==> config.mk <==
export PLATFORM = sky130hd
export DESIGN_NAME = adc_device_flat
export DESIGN_NICKNAME = d
export VERILOG_FILES = /design/src/core/adc_link_pkg.sv /design/src/core/adc_link_if.sv /design/src/core/edge_sync.sv /design/src/core/adc_device.sv /design/src/flat_wrapper.sv
export SDC_FILE = /design/constraint.sdc
export NUM_CORES = 1
export LEC_CHECK = 0
export BUFFER_PORTS_ARGS = -buffer_cell sky130_fd_sc_hd__buf_2
export CAP_MARGIN = 20
export CORE_MARGIN = 3
export CORE_UTILIZATION = 40
export CTS_CLUSTER_DIAMETER = 150
export DETAILED_ROUTE_END_ITERATION = 12
export PLACE_DENSITY_LB_ADDON = 0.25
export SETUP_SLACK_MARGIN = 0.5
export SLEW_MARGIN = 30
export SYNTH_ARGS = -nofsm -noshare
export SYNTH_HDL_FRONTEND = slang
export SYNTH_SLANG_ARGS = --single-unit
==> constraint.sdc <==
create_clock -name I_MCLK -period 2.4 [get_ports I_MCLK]
set_input_delay 0 -clock I_MCLK [delete_from_list [all_inputs] [get_ports I_MCLK]]
set_output_delay 0 -clock I_MCLK [all_outputs]
set_load 0.05 [all_outputs]
==> src/core/adc_link_pkg.sv <==
// Shared constants for the converter link: timing, widths, zero values.
// Assumes a 100 MHz system clock on both ends.
package adc_link_pkg;
	localparam int CLK_PERIOD_NS = 10;
	localparam int RESULT_BITS = 12;
	localparam int BIT_CNT_W = 4;
	// Most significant bit valid after start falls, in ns
	localparam int CONV_TIME_NS = 3700;
	localparam int CONV_CYCLES = CONV_TIME_NS / CLK_PERIOD_NS;
	// Internal successive-approximation step clock, nominal 4 MHz
	localparam int SAR_OSC_PERIOD_NS = 250;
	localparam int SAR_STEP_CYCLES = SAR_OSC_PERIOD_NS / CLK_PERIOD_NS;
	// Least high and low time of a start pulse, in ns
	localparam int START_PULSE_NS = 30;
	localparam int START_PULSE_CYCLES =
		(START_PULSE_NS + CLK_PERIOD_NS - 1) / CLK_PERIOD_NS;
	// Least acquisition time, in ns
	localparam int ACQ_MIN_NS = 1400;
	localparam int ACQ_MIN_CYCLES =
		(ACQ_MIN_NS + CLK_PERIOD_NS - 1) / CLK_PERIOD_NS;
	localparam int SCLK_HALF_CYCLES = 5;
	localparam int TIMER_W = 12;
	localparam logic [TIMER_W-1:0] TIMER_ZERO = 12'h000;
	localparam logic [BIT_CNT_W-1:0] BIT_CNT_ZERO = 4'h0;
	localparam logic [RESULT_BITS-1:0] RESULT_ZERO = 12'h000;
endpackage

==> src/core/adc_link_if.sv <==
// Link between the host and the converter: start pin, serial clock,
// three-state data pin. Resolves the data wire from its enable.
`timescale 1ns/1ps
`default_nettype none
interface adc_link_if;
	logic conversion_start_pin;
	logic sclk;
	logic dout_o;
	logic dout_oe;
	logic dout_wire;
	// Floating wire reads as high for simulation
	assign dout_wire = dout_oe ? dout_o : 1'b1;
	modport device(input conversion_start_pin, input sclk,
		output dout_o, output dout_oe);
	modport host(output conversion_start_pin, output sclk,
		input dout_wire);
endinterface
`default_nettype wire

==> src/core/edge_sync.sv <==
// Two-flop synchroniser with rise and fall pulses taken after it.
// Assumes an asynchronous input and the local synchronous reset.
`timescale 1ns/1ps
`default_nettype none
module edge_sync (
	input wire logic i_clk,
	input wire logic i_rst,
	input wire logic i_async,
	output logic o_level,
	output logic o_rise,
	output logic o_fall
);
	logic meta_ff, sync_ff, last_ff;
	logic nxt_meta, nxt_sync, nxt_last;
	always_comb begin
		nxt_meta = i_async;
		nxt_sync = meta_ff;
		nxt_last = sync_ff;
	end
	always_ff @(posedge i_clk) begin
		if (i_rst) begin
			meta_ff <= 1'b0;
			sync_ff <= 1'b0;
			last_ff <= 1'b0;
		end else begin
			meta_ff <= nxt_meta;
			sync_ff <= nxt_sync;
			last_ff <= nxt_last;
		end
	end
	assign o_level = sync_ff;
	assign o_rise = sync_ff & ~last_ff;
	assign o_fall = ~sync_ff & last_ff;
endmodule
`default_nettype wire

==> src/core/adc_device.sv <==
// Converter end: start pin decode, timed conversion, serial read-out.
// Assumes the host keeps its timing; link pins are asynchronous.
`timescale 1ns/1ps
`default_nettype none
// How it works
// Start rise powers up, tracks input
// Start fall holds sample, begins conversion
// Converts positive minus negative into 12 bits
// Negative cap to ground or negative input
// Data low at start, MSB when done
// MSB valid within 3.7 us of fall
// Shuts down by itself after conversion
// Data changes only on serial clock fall
// Result shifts out MSB first
// Data released after all bits out
// Single rise selects first channel
// Double pulse selects second channel
// Host holds start high at least 1.4 us
// Host lengthens high time for slow sources
// Host reads all 12 bits first
// Short read selects second channel next
// Differential: single unipolar, double bipolar
// Steps timed by internal 4 MHz oscillator
// Host gives 12 rises, samples on rise
module adc_device
	import adc_link_pkg::*;
#(
	parameter bit DIFFERENTIAL = 1'b0,
	parameter int WIDTH = RESULT_BITS
) (
	// System
	input wire logic I_MCLK,
	input wire logic I_SYS_RST,
	// Link
	adc_link_if.device LINK,
	// Analog front end, sampled as codes
	input wire logic [WIDTH-1:0] I_FIRST_INPUT_CHANNEL,
	input wire logic [WIDTH-1:0] I_SECOND_INPUT_CHANNEL,
	input wire logic [WIDTH-1:0] I_POSITIVE_DIFF_INPUT,
	input wire logic [WIDTH-1:0] I_NEGATIVE_DIFF_INPUT,
	// Status
	output logic O_POWERED,
	output logic O_TRACKING,
	output logic O_SECOND_SELECT,
	output logic O_BIPOLAR
);
	typedef enum {ST_SHUTDOWN, ST_TRACK, ST_CONVERT, ST_SHIFT} state_type;
	state_type state_ff, nxt_state;
	logic st_rise, st_fall;
	logic ck_rise, ck_fall;
	logic sel2_ff, nxt_sel2;
	logic short_read_ff, nxt_short_read;
	logic [WIDTH-1:0] pos_ff, nxt_pos, neg_ff, nxt_neg;
	logic [WIDTH-1:0] sar_ff, nxt_sar, trial_ff, nxt_trial;
	logic [WIDTH-1:0] shift_ff, nxt_shift;
	logic [BIT_CNT_W-1:0] cnt_ff, nxt_cnt;
	logic [TIMER_W-1:0] osc_ff, nxt_osc;
	logic dout_ff, nxt_dout, oe_ff, nxt_oe;
	logic [WIDTH:0] diff;

	edge_sync u_start (.i_clk(I_MCLK), .i_rst(I_SYS_RST),
		.i_async(LINK.conversion_start_pin), .o_level(),
		.o_rise(st_rise), .o_fall(st_fall));
	edge_sync u_sclk (.i_clk(I_MCLK), .i_rst(I_SYS_RST),
		.i_async(LINK.sclk), .o_level(),
		.o_rise(ck_rise), .o_fall(ck_fall));

	// Bipolar sign-extends both inputs before taking the difference
	always_comb begin
		diff = {1'b0, pos_ff} - {1'b0, neg_ff};
		if (sel2_ff && DIFFERENTIAL)
			diff = {pos_ff[WIDTH-1], pos_ff} - {neg_ff[WIDTH-1], neg_ff};
	end

	always_comb begin
		nxt_state = state_ff;
		nxt_sel2 = sel2_ff;
		nxt_short_read = short_read_ff;
		nxt_pos = pos_ff;
		nxt_neg = neg_ff;
		nxt_sar = sar_ff;
		nxt_trial = trial_ff;
		nxt_shift = shift_ff;
		nxt_cnt = cnt_ff;
		nxt_osc = osc_ff;
		nxt_dout = dout_ff;
		nxt_oe = oe_ff;
		case (state_ff)
			ST_SHUTDOWN: begin
				if (st_rise) begin
					nxt_state = ST_TRACK;
					nxt_sel2 = short_read_ff;
					nxt_dout = 1'b0;
					nxt_oe = 1'b1;
					nxt_osc = TIMER_ZERO;
				end
			end
			ST_TRACK: begin
				// High time since the latest rise; saturates on long holds
				if (osc_ff != {TIMER_W{1'b1}})
					nxt_osc = osc_ff + 12'h001;
				// Second rise while tracking marks the double pulse
				if (st_rise) begin
					nxt_sel2 = 1'b1;
					nxt_osc = TIMER_ZERO;
				end
				// Track follows the selected channel until hold
				if (DIFFERENTIAL) begin
					nxt_pos = I_POSITIVE_DIFF_INPUT;
					nxt_neg = I_NEGATIVE_DIFF_INPUT;
				end else begin
					nxt_pos = sel2_ff ? I_SECOND_INPUT_CHANNEL
						: I_FIRST_INPUT_CHANNEL;
					nxt_neg = RESULT_ZERO;
				end
				// Short high is the first half of a double pulse, not a hold;
				// half the least acquisition time leaves margin both ways
				if (st_fall && osc_ff >= TIMER_W'(ACQ_MIN_CYCLES / 2)) begin
					nxt_cnt = BIT_CNT_ZERO;
					nxt_sar = RESULT_ZERO;
					nxt_trial = {1'b1, {(WIDTH-1){1'b0}}};
					nxt_osc = TIMER_ZERO;
					nxt_pos = pos_ff;
					nxt_neg = neg_ff;
					nxt_state = ST_CONVERT;
				end
			end
			ST_CONVERT: begin
				nxt_osc = osc_ff + 12'h001;
				if (osc_ff == TIMER_W'(SAR_STEP_CYCLES - 1)) begin
					nxt_osc = TIMER_ZERO;
					if ((sar_ff | trial_ff) <= diff[WIDTH-1:0])
						nxt_sar = sar_ff | trial_ff;
					nxt_trial = trial_ff >> 1;
					if (trial_ff == RESULT_ZERO) begin
						nxt_shift = sar_ff;
						nxt_dout = sar_ff[WIDTH-1];
						nxt_state = ST_SHIFT;
						nxt_short_read = 1'b1;
					end
				end
			end
			ST_SHIFT: begin
				if (ck_fall && cnt_ff != BIT_CNT_ZERO) begin
					nxt_shift = {shift_ff[WIDTH-2:0], 1'b0};
					nxt_dout = shift_ff[WIDTH-2];
				end
				if (ck_rise) begin
					nxt_cnt = cnt_ff + 4'h1;
					if (cnt_ff == BIT_CNT_W'(WIDTH - 1)) begin
						nxt_oe = 1'b0;
						nxt_short_read = 1'b0;
						nxt_state = ST_SHUTDOWN;
					end
				end
				if (st_rise) begin
					nxt_oe = 1'b1;
					nxt_dout = 1'b0;
					nxt_sel2 = 1'b1;
					nxt_osc = TIMER_ZERO;
					nxt_state = ST_TRACK;
				end
			end
			default: nxt_state = ST_SHUTDOWN;
		endcase
	end

	always_ff @(posedge I_MCLK) begin
		if (I_SYS_RST) begin
			state_ff <= ST_SHUTDOWN;
			sel2_ff <= 1'b0;
			short_read_ff <= 1'b0;
			pos_ff <= RESULT_ZERO;
			neg_ff <= RESULT_ZERO;
			sar_ff <= RESULT_ZERO;
			trial_ff <= RESULT_ZERO;
			shift_ff <= RESULT_ZERO;
			cnt_ff <= BIT_CNT_ZERO;
			osc_ff <= TIMER_ZERO;
			dout_ff <= 1'b0;
			oe_ff <= 1'b0;
		end else begin
			state_ff <= nxt_state;
			sel2_ff <= nxt_sel2;
			short_read_ff <= nxt_short_read;
			pos_ff <= nxt_pos;
			neg_ff <= nxt_neg;
			sar_ff <= nxt_sar;
			trial_ff <= nxt_trial;
			shift_ff <= nxt_shift;
			cnt_ff <= nxt_cnt;
			osc_ff <= nxt_osc;
			dout_ff <= nxt_dout;
			oe_ff <= nxt_oe;
		end
	end

	assign LINK.dout_o = dout_ff;
	assign LINK.dout_oe = oe_ff;
	assign O_POWERED = (state_ff == ST_TRACK) || (state_ff == ST_CONVERT);
	assign O_TRACKING = (state_ff == ST_TRACK);
	assign O_SECOND_SELECT = sel2_ff;
	assign O_BIPOLAR = sel2_ff & DIFFERENTIAL;
endmodule
`default_nettype wire

==> src/flat_wrapper.sv <==
// flat-port wrapper written by rule: the top's interface ports become plain ports
module adc_device_flat import adc_link_pkg::*;
#(
	parameter bit DIFFERENTIAL = 1'b0,
	parameter int WIDTH = RESULT_BITS
)
  (I_MCLK, I_SYS_RST, I_FIRST_INPUT_CHANNEL, I_SECOND_INPUT_CHANNEL, I_POSITIVE_DIFF_INPUT, I_NEGATIVE_DIFF_INPUT, O_POWERED, O_TRACKING, O_SECOND_SELECT, O_BIPOLAR, LINK_conversion_start_pin, LINK_sclk, LINK_dout_o, LINK_dout_oe);
  adc_link_if LINK_i ();
  input wire logic I_MCLK;
  input wire logic I_SYS_RST;
  input wire logic [WIDTH-1:0] I_FIRST_INPUT_CHANNEL;
  input wire logic [WIDTH-1:0] I_SECOND_INPUT_CHANNEL;
  input wire logic [WIDTH-1:0] I_POSITIVE_DIFF_INPUT;
  input wire logic [WIDTH-1:0] I_NEGATIVE_DIFF_INPUT;
  output logic O_POWERED;
  output logic O_TRACKING;
  output logic O_SECOND_SELECT;
  output logic O_BIPOLAR;
  input wire logic [$bits(LINK_i.conversion_start_pin)-1:0] LINK_conversion_start_pin;
  input wire logic [$bits(LINK_i.sclk)-1:0] LINK_sclk;
  output wire logic [$bits(LINK_i.dout_o)-1:0] LINK_dout_o;
  output wire logic [$bits(LINK_i.dout_oe)-1:0] LINK_dout_oe;
  assign LINK_i.conversion_start_pin = LINK_conversion_start_pin;
  assign LINK_i.sclk = LINK_sclk;
  assign LINK_dout_o = LINK_i.dout_o;
  assign LINK_dout_oe = LINK_i.dout_oe;
  adc_device #(.DIFFERENTIAL(DIFFERENTIAL), .WIDTH(WIDTH)) u_core (.I_MCLK(I_MCLK), .I_SYS_RST(I_SYS_RST), .LINK(LINK_i), .I_FIRST_INPUT_CHANNEL(I_FIRST_INPUT_CHANNEL), .I_SECOND_INPUT_CHANNEL(I_SECOND_INPUT_CHANNEL), .I_POSITIVE_DIFF_INPUT(I_POSITIVE_DIFF_INPUT), .I_NEGATIVE_DIFF_INPUT(I_NEGATIVE_DIFF_INPUT), .O_POWERED(O_POWERED), .O_TRACKING(O_TRACKING), .O_SECOND_SELECT(O_SECOND_SELECT), .O_BIPOLAR(O_BIPOLAR));
endmodule
## Yosys cells after proc, flatten, opt, wreduce, memory -nomap -nowiden

Index checks and enable logic that the tools add are counted.
W data, S select, Z words.

| storage, ports and cells | value |
|---|---|
| register bits | 105 |
| bits of input ports | 52 |
| output and inout port bits | 6 |
| logic and storage cells | 124 |

| cells by class | value |
|---|---|
| $add $sub $neg | 2 |
| $lt $le $gt $ge | 2 |
| equality and inequality tests | 22 |
| mux-type cells | 45 |
| bitwise logic cells | 10 |
| reduce and logical (&&, ||, !) cells | 26 |

Operator list:

| cell | number |
|---|---|
| $mux W32 | 7 |
| $mux W12 | 11 |
| $pmux W32 S4 | 1 |
| $eq A32 B2 Y1 const B | 3 |
| $pmux W12 S2 | 2 |
| $pmux W12 S3 | 1 |
| $mux W11 | 3 |
| $eq A32 B1 Y1 const B | 1 |
| $eq A32 B3 Y1 const B | 1 |
| $logic_not A32 Y1 | 1 |
| $pmux W11 S2 | 1 |
| $ne A2 B1 Y1 const B | 10 |
| $add A12 B1 Y12 const B | 1 |
| $eq A12 B5 Y1 const B | 1 |
| $ge A12 B7 Y1 const B | 1 |
| $le A12 B12 Y1 | 1 |
| $logic_not A12 Y1 | 1 |
| $mux W1 | 12 |
| $ne A12 B12 Y1 const B | 1 |
| $or A12 B12 Y12 | 1 |
| $reduce_and A3 Y1 | 4 |
| $reduce_and A4 Y1 | 3 |
| $reduce_and A5 Y1 | 2 |
| $reduce_bool A2 Y1 | 5 |
| other kinds (17) | 32 |

## Depth between registers and ports, before layout

Gate-level depths: netlist of run 1.

| depth | value |
|---|---|
| depth in word-level cells | 6 |
| depth in mapped cells | 9 |
| depth with buffers taken out | 7 |

## Cells and area by module

From an unflattened synthesis of run 1, not the netlist that was laid out.

| second synthesis, totals | value |
|---|---|
| cell total of the unflattened synthesis | 442 |
| area, all modules | 3886.2 um^2 |

By module, submodules not included:

| module | instances | cells each | area an instance (um^2) | seq. area each (um^2) |
|---|---|---|---|---|
| adc_device | 1 | 426 | 3703.6 | 1381.3 |
| edge_sync | 2 | 8 | 91.3 | 60.1 |

## Worst setup path after synthesis of run 1

OpenSTA, ideal clock, no wires.

| path | value |
|---|---|
| path type | flip-flop to flip-flop |
| from | register u_core.state_ff[1] |
| to | register u_core.osc_ff[4] |
| library setup time | 0.106 ns |
| data arrival time | 2.434 ns |
| data required time | 2.294 ns |
| slack | -0.140 ns |
| stages on the path, launching flop included | 8 |
| buffers on the path | 0 |
| period minus slack after synthesis | 2.540 ns |
| cells stage by stage | dfxtp_1 inv_1 ha_1 nor4b_1 nand4_1 a221oi_1 nor2_1 o311ai_0 |

| between the ends | value |
|---|---|
| cells in the longest elaborated chain, start to end | 4 |
| elaborated cells between the ends (all ways) | 10 |
| classes of those cells | eq/ne (5); mux (1); reduce/logical (4) |

Ends and longest elaborated chain:

| element | line | source |
|---|---|---|
| from (decl) | adc_device.sv:48 | `state_type state_ff, nxt_state;` |
| from (signal assigned) | adc_device.sv:183 | `state_ff <= nxt_state;` |
| $eq A32 B2 Y1 / $logic_not A32 Y1 (equally long branches) | adc_device.sv:88 | `case (state_ff)` |
| $reduce_or A2 Y1 (no line) | n/a |  |
| $ne A2 B1 Y1 (no line) / $reduce_bool A3 Y1 (equally long branches) | n/a |  |
| $reduce_and A3 Y1 (no line) | n/a |  |
| to (signal assigned) | adc_device.sv:192 | `osc_ff <= nxt_osc;` |
| to (decl) | adc_device.sv:57 | `logic [TIMER_W-1:0] osc_ff, nxt_osc;` |

Several ways; a longest one is shown, not always the timed one.
A chain may end at the register's enable or synchronous reset.

## Worst setup path in the final report of run 1

| path | value |
|---|---|
| from | register u_core.osc_ff[0] |
| to | register u_core.shift_ff[4] |

| between the ends | value |
|---|---|
| cells in the longest elaborated chain, start to end | 3 |

Ends and longest elaborated chain:

| element | line | source |
|---|---|---|
| $eq A12 B5 Y1 | adc_device.sv:130 | `if (osc_ff == TIMER_W'(SAR_STEP_CYCLES - 1)) begin` |
| $ne A2 B1 Y1 (no line) | n/a |  |
| $reduce_and A4 Y1 (no line) | n/a |  |
| to (signal assigned) | adc_device.sv:190 | `shift_ff <= nxt_shift;` |
| to (decl) | adc_device.sv:55 | `logic [WIDTH-1:0] shift_ff, nxt_shift;` |

No other way between the ends.

==> results by group, run 1 <==
Clocking
  • Clock slew at reported path FFs: 0.09 ns
  • Clk_lat worst skew: 0.35 ns
  • Clock sinks: 75
  • CTS tree: done
  • Root Buffer: clkbuf_8
  • Num CTS Buffers: 9
  • H-Tree Depth: 3
  • Clock Path Buffers: 2

Setup path
  • Worst-path fanout max: 12
  • Reg2reg start: u_core.osc_ff[0]
  • Crit path launch: u_core.osc_ff[0]
  • Worst Path Required: 2.66 ns
  • Worst Reg-to-Reg Cells: 8
  • Max incr delay on CP: about 0.51 ns
  • Worst setup path endpoint: u_core.shift_ff[4]
  • Setup CP Type: reg2reg
  • Slowest cell on crit path: or4_4
  • Delay-heaviest family, CP: simple AND/OR/NAND/NOR gates
  • R2R Setup Slk: between 0.1 and 0.15 ns
  • Crit end category: register
  • Reg-to-Reg End: u_core.shift_ff[4]
  • Worst EP arrival: 2.56 ns
  • Critical Path Stages: 8
  • Critical path cell sequence: inv_2, ha_4, or4b_4, or4_4, o21ai_4, buf_12, a21oi_1, a311oi_1
  • Startpoint Class: register
  • Buf+Inv Stages, Crit Path: 2

Drt
  • Vias: 3979
  • Remaining antenna violation count: 0
  • Vias per cell: 5.61
  • First DRT Iteration DRCs: 349
  • Drt total wl: 11.3 mm
  • First-pass DRT Iterations: 5
  • Drt wl/cell: 15.9 µm
  • Drc violations: 0

STA
  • Final period util: 0.957
  • Final setup viols: 0
  • Setup Skew: approximately 0.0066 ns
  • Maximum clock frequency: 435 MHz
  • Final hold viol count: 0
  • Worst slew margin: 0.623
  • Setup TNS: 0 ns
  • Measured slew at the worst slew-check pin: 0.565 ns
  • Final Critical Period: 2.30 ns
  • Final WS setup: 0.103 ns
  • RSZ-0062 raised after global routing: yes
  • Worst hold slack: 0.00422 ns
  • Max-slew violations: 0

Run
  • Count of maximum capacitance violations: 0

Placement
  • GP Congestion: 0.912
  • Number of port buffers: 32
  • Setup WS pre-CTS: -0.0388 ns
  • HPWL after DPL: 7.19 mm

Yosys
  • Most frequent cell after synthesis: dfxtp_1
  • Mapped Area: 0.00410 mm²
  • Post-synth top cells: 75 x dfxtp_1, 39 x nand2_1, 31 x nor2_1
  • Sequential element share of the synthesized area: 0.366
  • Mapped Cells: 482
  • Main synth FF type: dfxtp_1
  • Share of the synthesized area in the top cell type: 0.366
  • Ranking of synthesized cells by area: dfxtp_1 37%, mux2i_1 6.6%, ha_1 6.4%
  • Fraction of registers with async set/reset: 0
  • Number of distinct library cells after synthesis: 54
  • Avg Cell Area, Syn: 8.51 µm²
  • Post-synth EDFFs: 0
  • Synth area leader: dfxtp_1
  • Synthesized net count: 555
  • Yosys warns: 0
  • Flops & latches, synth: 75

Power
  • VDD IR max: approximately 0.00045 V
  • Flop pwr share: 0.318
  • Internal power: between 3 and 4 mW
  • Sw Pwr: 1.80 mW
  • Pleak: 2.07 nW
  • Switching share of power: 0.373
  • Clk pwr share: 0.249
  • PD cells: 863 mW/mm²
  • Gate power share: 0.434

Final layout
  • Finished Core Util: 0.567
  • Final nets: 644
  • Share of cells above drive strength 1: 0.304
  • ANT cells: 0
  • Area growth from synthesis to layout: 36.4%
  • Number of fill cells in the layout: 837

Hold path
  • Hold Startpoint: I_SECOND_INPUT_CHANNEL[1]
  • Worst min-delay path class: in2reg

Die
  • Site Rows: 36
  • I/O pin count: 58
  • Die ar.: 0.0115 mm²
  • Core area: between 0.009 and 0.01 mm²
  • Die height: about 110 µm
  • Initial Utilization: 0.416
  • Die X-Extent: 107 µm

Global route
  • Initial antenna violation count: 0
  • Largest net degree at the start of global routing: 50
  • First-pass GRT wire length: 17.9 mm
  • Vias in the first global route: 3665
  • GRT Residual Overflow: 0
  • Total track usage: 0.193

Status
  • Run status: complete, no violations
[placed cells by master (no fill, tap or decap), types with 5 or more instances in the layout]
cell type and instances:
ha_4 6, nand2_1 38, o211ai_1 9, a22o_1 12
a21oi_1 19, a21oi_2 7, a211oi_1 13, inv_1 24
ha_1 15, nor2b_1 11, buf_4 46, clkbuf_8 9
nor4_1 5, buf_2 33, or2_2 11, dfxtp_1 67
nand3_1 19, o21ai_0 23, a311oi_1 11, mux2i_1 27
nand4_1 9, dlygate4sd3_1 20, dfxtp_2 8, buf_6 6
nand2b_1 5, nor3_1 13, nor2_1 29
[worst reg2reg max path, cell delays in order (launching register included)]
cell	delay [ns]
dfxtp_2	0.33
inv_2	0.08
ha_4	0.13
or4b_4	0.46
or4_4	0.51
o21ai_4	0.22
buf_12	0.16
a21oi_1	0.09
a311oi_1	0.23
[power groups by stage]
stage               clock, mW  combinational (mW)  sequential [mW]
floorplan                   0                1.13             1.59
global placement            0                1.57             1.55
detailed placement          0                1.61             1.56
CTS                      1.23                1.87             1.53
global route             1.28                2.28             1.55
finish                   1.20                2.10             1.54
[area by class of cell]
type / count / area (µm²) / area share
multi-input cells: 347 / 2700 / 0.481
clock buffers: 9 / 124 / 0.0221
clock inverters: 7 / 121 / 0.0217
flip-flops and latches: 75 / 1510 / 0.270
inverters: 29 / 109 / 0.0194
well taps: 133 / 166 / 0.0297
repair buffers: 109 / 871 / 0.156
[stage by stage]
step / total power, mW / cell area, µm² / instances
after CTS: 4.62 / 5310 / 698
after global placement: 3.13 / 4620 / 649
final: 4.83 / 5600 / 709
after floorplan: 2.72 / 4200 / 482
after global routing: 5.11 / 5600 / 709
after detailed placement: 3.16 / 4620 / 649
[routing by layer]
| metal | vias up | global-route usage | wire (µm) |
|---|---|---|---|
| li1 | 1955 | - | - |
| met1 | 1869 | 0.276 | 5410 |
| met2 | 136 | 0.294 | 5090 |
| met3 | 19 | 0.0354 | 604 |
| met4 | 0 | 0.0584 | 148 |
| met5 | - | 0 | 0 |
[worst min path at each step]
stage / endpoint / slack (ns) / depth (start not counted)
5_1_grt: u_core.pos_ff[2] / 0.02 / 3
3_3_place_gp: u_core.u_start.meta_ff / 0.21 / 2
6_report: u_core.pos_ff[1] / 0.004 / 3
4_1_cts: u_core.pos_ff[1] / 0.003 / 3
2_1_floorplan: u_core.u_sclk.meta_ff / 0.13 / 1
3_5_place_dp: u_core.u_start.meta_ff / 0.22 / 2
[kinds of logic (layout without fill, tap and decap cells)]
family	count (synthesis)	in the layout	share of synthesized area
other cells	1	1	0.000914
mux	28	28	0.0686
simple gates	164	164	0.207
flops	75	75	0.366
compound gates	130	131	0.225
fa+ha+maj	21	21	0.0640
xor+xnor	2	2	0.00427
buf+inv	61	154	0.0637
[sequential cells by signal (all words and copies together) (netlist names), 2 cells and up]
signal and flops:
u_core.osc_ff 12, u_core.pos_ff 12, u_core.sar_ff 12, u_core.trial_ff 12, u_core.shift_ff 11, u_core.cnt_ff 4, u_core.state_ff 2
[timing repair]
| item | 4_1_cts | 5_1_grt |
|---|---|---|
| resized for setup | 33 | 42 |
| endpoints found under the hold margin | 12 | 0 |
| setup endpoints to repair | 67 | 67 |
| buffers inserted | 11 | 7 |
| cloned | 2 | 4 |
| hold buffers | 20 | 0 |
| pin swaps | 9 | 11 |
No activity file was read; power rests on OpenSTA's default activity.
==> run 2: changes to the inputs <==
- HOLD_SLACK_MARGIN: default -> 0.1
- SLEW_MARGIN: 30 -> 20
==> results by group, run 2 (synthesis gave the netlist of run 1 again) <==
Setup path
  • R2R Setup Slk: 0.11 ns (was 0.10 ns)
  • Setup CP Type: reg2reg (unchanged)
  • Reg-to-Reg End: u_core.shift_ff[4] (unchanged)
  • Worst EP arrival: 2.55 ns (was 2.56 ns)
  • Crit end category: register (unchanged)
  • Worst Reg-to-Reg Cells: 8 (unchanged)
  • Critical path cell sequence: inv_2, ha_4, or4b_4, or4_4, o21ai_4, buf_12, a21oi_1, a311oi_1 (unchanged)
  • Buf+Inv Stages, Crit Path: 2 (unchanged)
  • Reg2reg start: u_core.osc_ff[0] (unchanged)
  • Delay-heaviest family, CP: simple AND/OR/NAND/NOR gates (unchanged)
  • Startpoint Class: register (unchanged)
  • Slowest cell on crit path: or4_4 (unchanged)
  • Worst Path Required: 2.66 ns (about the same)
  • Crit path launch: u_core.osc_ff[0] (unchanged)
  • Worst-path fanout max: 12 (unchanged)
  • Max incr delay on CP: 0.51 ns (about the same)

Run
  • Count of maximum capacitance violations: 0 (unchanged)

Global route
  • First-pass GRT wire length: 18.0 mm (was 17.9 mm)
  • Vias in the first global route: 3699 (was 3665)
  • Initial antenna violation count: 0 (unchanged)
  • Total track usage: 0.193 (about the same)
  • GRT Residual Overflow: 0 (unchanged)
  • Largest net degree at the start of global routing: 50 (unchanged)

Placement
  • GP Congestion: 0.912 (unchanged)
  • Placed inst area: 0.00462 mm² (unchanged)
  • Setup WS pre-CTS: -0.0388 ns (unchanged)
  • Number of port buffers: 32 (unchanged)
  • Cell total after placement: 649 (unchanged)
  • HPWL after DPL: 7.19 mm (unchanged)

Drt
  • First-pass DRT Iterations: 5 (unchanged)
  • Drc violations: 0 (unchanged)
  • First DRT Iteration DRCs: 370 (was 349)
  • Drt total wl: 11.3 mm (about the same)
  • Drt wl/cell: 15.8 µm (was 15.9 µm)
  • Vias: 4044 (was 3979)
  • Remaining antenna violation count: 0 (unchanged)
  • Vias per cell: 5.66 (was 5.61)

Status
  • Run status: complete, no violations (unchanged)

Power
  • Switching share of power: 0.372 (was 0.373)
  • Flop pwr share: 0.317 (was 0.318)
  • Gate power share: 0.435 (was 0.434)
  • Sw Pwr: 1.80 mW (about the same)
  • PD cells: 855 mW/mm² (was 863 mW/mm²)
  • Power, Total: 4.83 mW (about the same)
  • Clk pwr share: 0.248 (was 0.249)
  • VDD IR max: 0.000452 V (about the same)
  • Internal power: 3.04 mW (was 3.03 mW)
  • Pleak: 2.10 nW (was 2.07 nW)

STA
  • Setup TNS: 0 ns (unchanged)
  • Max-slew violations: 0 (unchanged)
  • Maximum clock frequency: 436 MHz (was 435 MHz)
  • Setup Skew: 0.00706 ns (was 0.00656 ns)
  • Worst slew margin: 0.619 (was 0.623)
  • Measured slew at the worst slew-check pin: 0.571 ns (was 0.565 ns)
  • Final period util: 0.955 (was 0.957)
  • Worst hold slack: 0.134 ns (was 0.00422 ns)
  • Final hold viol count: 0 (unchanged)
  • Final setup viols: 0 (unchanged)
  • Final WS setup: 0.107 ns (was 0.103 ns)
  • RSZ-0062 raised after global routing: yes (unchanged)
  • Final Critical Period: 2.29 ns (was 2.30 ns)

Final layout
  • Register Area: 0.00151 mm² (unchanged)
  • Final Cell Area: 0.00566 mm² (was 0.00560 mm²)
  • Share of cells above drive strength 1: 0.301 (was 0.304)
  • Area growth from synthesis to layout: 37.9% (was 36.4%)
  • Most common cell after layout, fill and taps aside: dfxtp_1 (unchanged)
  • Area occupied by multi-input gates: 0.00270 mm² (unchanged)
  • Final nets: 650 (was 644)
  • Layout Cells excl Fill: 715 (was 709)
  • Finished Core Util: 0.574 (was 0.567)
  • Most frequent cells in the layout: 67 x dfxtp_1, 46 x buf_4, 38 x nand2_1, 33 x buf_2, 29 x nor2_1 (unchanged)
  • Number of fill cells in the layout: 831 (was 837)
  • ANT cells: 0 (unchanged)

Clocking
  • Num CTS Buffers: 9 (unchanged)
  • H-Tree Depth: 3 (unchanged)
  • Root Buffer: clkbuf_8 (unchanged)
  • Clk_lat worst skew: 0.35 ns (about the same)
  • Clock Path Buffers: 2 (unchanged)
  • Clock slew at reported path FFs: 0.09 ns (about the same)
  • CTS tree: done (unchanged)
  • Clock sinks: 75 (unchanged)

Hold path
  • Hold Startpoint: I_SYS_RST (was I_SECOND_INPUT_CHANNEL[1])
  • Hold path endpoint: u_core.state_ff[1] (was u_core.pos_ff[1])
  • Worst min-delay path class: in2reg (unchanged)
  • Min-Delay Path Depth: 4 (was 3)

Die
  • Die ar.: 0.0115 mm² (unchanged)
  • Die height: 107 µm (unchanged)
  • Die X-Extent: 107 µm (unchanged)
  • Core area: 0.00986 mm² (unchanged)
  • Site Rows: 36 (unchanged)
  • Initial Utilization: 0.416 (unchanged)
  • I/O pin count: 58 (unchanged)
run 2: worst max path at each step:
stage,end,depth (start not counted),slack (ns)
6_report,u_core.shift_ff[4],8,0.11
5_1_grt,u_core.shift_ff[6],8,0.03
4_1_cts,u_core.trial_ff[2],8,0.13
3_5_place_dp,u_core.osc_ff[10],8,-0.04
3_3_place_gp,u_core.osc_ff[8],8,0.03
2_1_floorplan,u_core.state_ff[1],7,0.11
run 2: final cells by class:
class	count	share of cell area
Multi-Input combinational cell	347	0.476
Timing Repair Buffer	115	0.165
Inverter	29	0.0192
Tap cell	133	0.0294
Clock buffer	9	0.0219
Sequential cell	75	0.267
Clock inverter	7	0.0215
run 2: metal layers:
| layer | GRT usage | wire, µm | vias to the layer above |
|---|---|---|---|
| li1 | - | - | 1971 |
| met1 | 0.278 | 5380 | 1897 |
| met2 | 0.294 | 5070 | 156 |
| met3 | 0.0354 | 667 | 20 |
| met4 | 0.0584 | 170 | 0 |
| met5 | 0 | 0 | - |
run 2: worst min-delay path, cell delays in order:
cell and delay [ns]:
buf_2 0.13, clkinv_1 0.13, nand2_1 0.07, mux2i_1 0.11
run 2: power groups by stage:
stage	logic, mW	clock network, mW	registers, mW
after floorplan	1.13	0	1.59
after global placement	1.57	0	1.55
after detailed placement	1.61	0	1.56
after CTS	1.87	1.23	1.53
after global routing	2.29	1.28	1.55
final	2.10	1.20	1.53
run 2: timing repair:
item,in CTS,in global routing
endpoints found under the setup margin,67,67
pin swaps,9,11
gates resized for setup,33,42
endpoints found under the hold margin,14,0
hold buffers,26,0
cloned,2,4
setup buffers,11,7
==> run 3: changes to the inputs <==
- CORE_MARGIN: 3 -> default
- clock period: 2.4 -> 2.64 ns (I/O delays scaled with it)
==> results by group, run 3 (synthesis gave the netlist of run 1 again) <==
Status
  • Run status: complete, no violations (unchanged)

Global route
  • Met1 global-route usage: 0.295 (was 0.278)
  • Met3 usage: 0.0450 (was 0.0354)
  • GRT Residual Overflow: 0 (unchanged)
  • Total track usage: 0.215 (was 0.193)
  • First-pass GRT wire length: 17.8 mm (was 18.0 mm)
  • Initial antenna violation count: 0 (unchanged)
  • GR Layer Usage met2: 0.341 (was 0.294)
  • Most used routing layer: met2 (unchanged)
  • Largest net degree at the start of global routing: 51 (was 50)
  • Vias in the first global route: 3732 (was 3699)

Setup path
  • Worst Path Required: 2.94 ns (was 2.66 ns)
  • Worst-path fanout max: 6 (was 12)
  • Setup CP Type: reg2reg (unchanged)
  • Startpoint Class: register (unchanged)
  • Worst EP arrival: 2.62 ns (was 2.55 ns)
  • Crit end category: register (unchanged)

STA
  • Final setup viols: 0 (unchanged)
  • Final Critical Period: 2.32 ns (was 2.29 ns)
  • Setup Skew: 0.0130 ns (was 0.00706 ns)
  • Measured slew at the worst slew-check pin: 0.789 ns (was 0.571 ns)
  • Worst slew margin: 0.473 (was 0.619)
  • Maximum clock frequency: 431 MHz (was 436 MHz)
  • Final period util: 0.879 (was 0.955)
  • RSZ-0062 raised after global routing: yes (unchanged)
  • Max-slew violations: 0 (unchanged)
  • Final hold viol count: 0 (unchanged)
  • Setup TNS: 0 ns (unchanged)

Drt
  • First DRT Iteration DRCs: 295 (was 370)
  • Vias per cell: 5.59 (was 5.66)
  • Vias: 3932 (was 4044)
  • Remaining antenna violation count: 0 (unchanged)
  • Drt total wl: 11.0 mm (was 11.3 mm)
  • Drc violations: 0 (unchanged)
  • Drt wl/cell: 15.7 µm (was 15.8 µm)
  • First-pass DRT Iterations: 5 (unchanged)

Die
  • I/O pin count: 58 (unchanged)
  • Core area: 0.00986 mm² (unchanged)
  • Die X-Extent: 103 µm (was 107 µm)
  • Initial Utilization: 0.416 (unchanged)
  • Die ar.: 0.0107 mm² (was 0.0115 mm²)
  • Die height: 103 µm (was 107 µm)
  • Site Rows: 36 (unchanged)

Final layout
  • Share of cells above drive strength 1: 0.256 (was 0.301)
  • Most frequent cells in the layout: 71 x dfxtp_1, 39 x buf_4, 38 x nand2_1, 33 x buf_2, 30 x nor2_1 (was 67 x dfxtp_1, 46 x buf_4, 38 x nand2_1, 33 x buf_2, 29 x nor2_1)
  • ANT cells: 0 (unchanged)
  • Final nets: 638 (was 650)
  • Number of fill cells in the layout: 912 (was 831)
  • Area growth from synthesis to layout: 30.0% (was 37.9%)
  • Most common cell after layout, fill and taps aside: dfxtp_1 (unchanged)

Clocking
  • Clock Path Buffers: 2 (unchanged)
  • Clk_lat worst skew: 0.36 ns (was 0.35 ns)
  • Clock sinks: 75 (unchanged)
  • Num CTS Buffers: 9 (unchanged)
  • H-Tree Depth: 3 (unchanged)
  • CTS tree: done (unchanged)
  • Clock slew at reported path FFs: 0.08 ns (was 0.09 ns)
  • Root Buffer: clkbuf_8 (unchanged)

Hold path
  • Worst min-delay path class: in2reg (unchanged)

Placement
  • HPWL after DPL: 7.12 mm (was 7.19 mm)
  • Number of port buffers: 32 (unchanged)
  • GP Congestion: 0.934 (was 0.912)

Power
  • VDD IR max: 0.000596 V (was 0.000452 V)
  • PD cells: 773 mW/mm² (was 855 mW/mm²)
  • Power, Total: 4.12 mW (was 4.83 mW)
  • Pleak: 2.00 nW (was 2.10 nW)

Run
  • Count of maximum capacitance violations: 0 (unchanged)
run 3: cell types whose count changed in the layout (fill, tap and decap cells not counted), sizes merged:
cell / change
bufinv: -2
o31ai: -1
buf: -10
clkinv: +1
run 3: through the flow:
stage	instance area, µm²	instances	hold WS (ns)	setup WS, ns	util
finish	5330	703	0.239	0.320	0.541
global route	5330	703	0.281	0.264	0.541
CTS	5220	697	0.232	0.363	0.529
detailed placement	4530	641	0.219	0.212	0.459
global placement	4530	641	0.216	0.239	0.459
floorplan	4160	482	0.128	0.354	-
run 3: repair_timing:
| action | CTS | global route |
|---|---|---|
| pin swaps | 12 | 9 |
| hold endpoints to repair | 14 | 0 |
| gates cloned | 1 | 2 |
| setup buffers | 13 | 4 |
| gates resized for setup | 26 | 17 |
| hold buffers | 26 | 0 |
| endpoints found under the setup margin | 64 | 61 |
run 3: layer usage:
layer | share of wire | routed length, µm
met5 | 0 | 0
met1 | 0.48 | 5260
met3 | 0.055 | 608
met2 | 0.45 | 4980
met4 | 0.015 | 164
run 3: layout make-up:
class,count,area [µm²],share of cell area
Tap cell,133,166,0.0312
Multi-Input combinational cell,346,2510,0.472
Timing Repair Buffer,104,828,0.155
Clock inverter,6,70.1,0.0131
Sequential cell,75,1510,0.282
Clock buffer,10,138,0.0258
Inverter,29,109,0.0204
run 3: report_power, final:
| part | switching, mW | internal [mW] | leakage, nW |
|---|---|---|---|
| logic | 0.970 | 0.821 | 1.28 |
| registers | 0.121 | 1.27 | 0.611 |
| clock network | 0.471 | 0.471 | 0.107 |
run 3: worst max-delay path, cell delays in order, from the launching register on:
cell and delay, ns:
dfxtp_2 0.33, inv_2 0.07, ha_4 0.13, or4b_4 0.45, or4_4 0.52, buf_4 0.18
nor4_2 0.23, buf_2 0.23, a22o_1 0.13
run 3: path summary, 6_finish.rpt:
path	start	to	slack [ns]	cells past startpoint
hold / removal	I_SYS_RST	u_core.cnt_ff[0]	0.24	3
setup / recovery	u_core.osc_ff[0]	u_core.trial_ff[3]	0.32	8
hold reg to reg	u_core.u_start.meta_ff	u_core.u_start.o_level	0.44	1
setup reg to reg	u_core.osc_ff[0]	u_core.trial_ff[3]	0.32	8
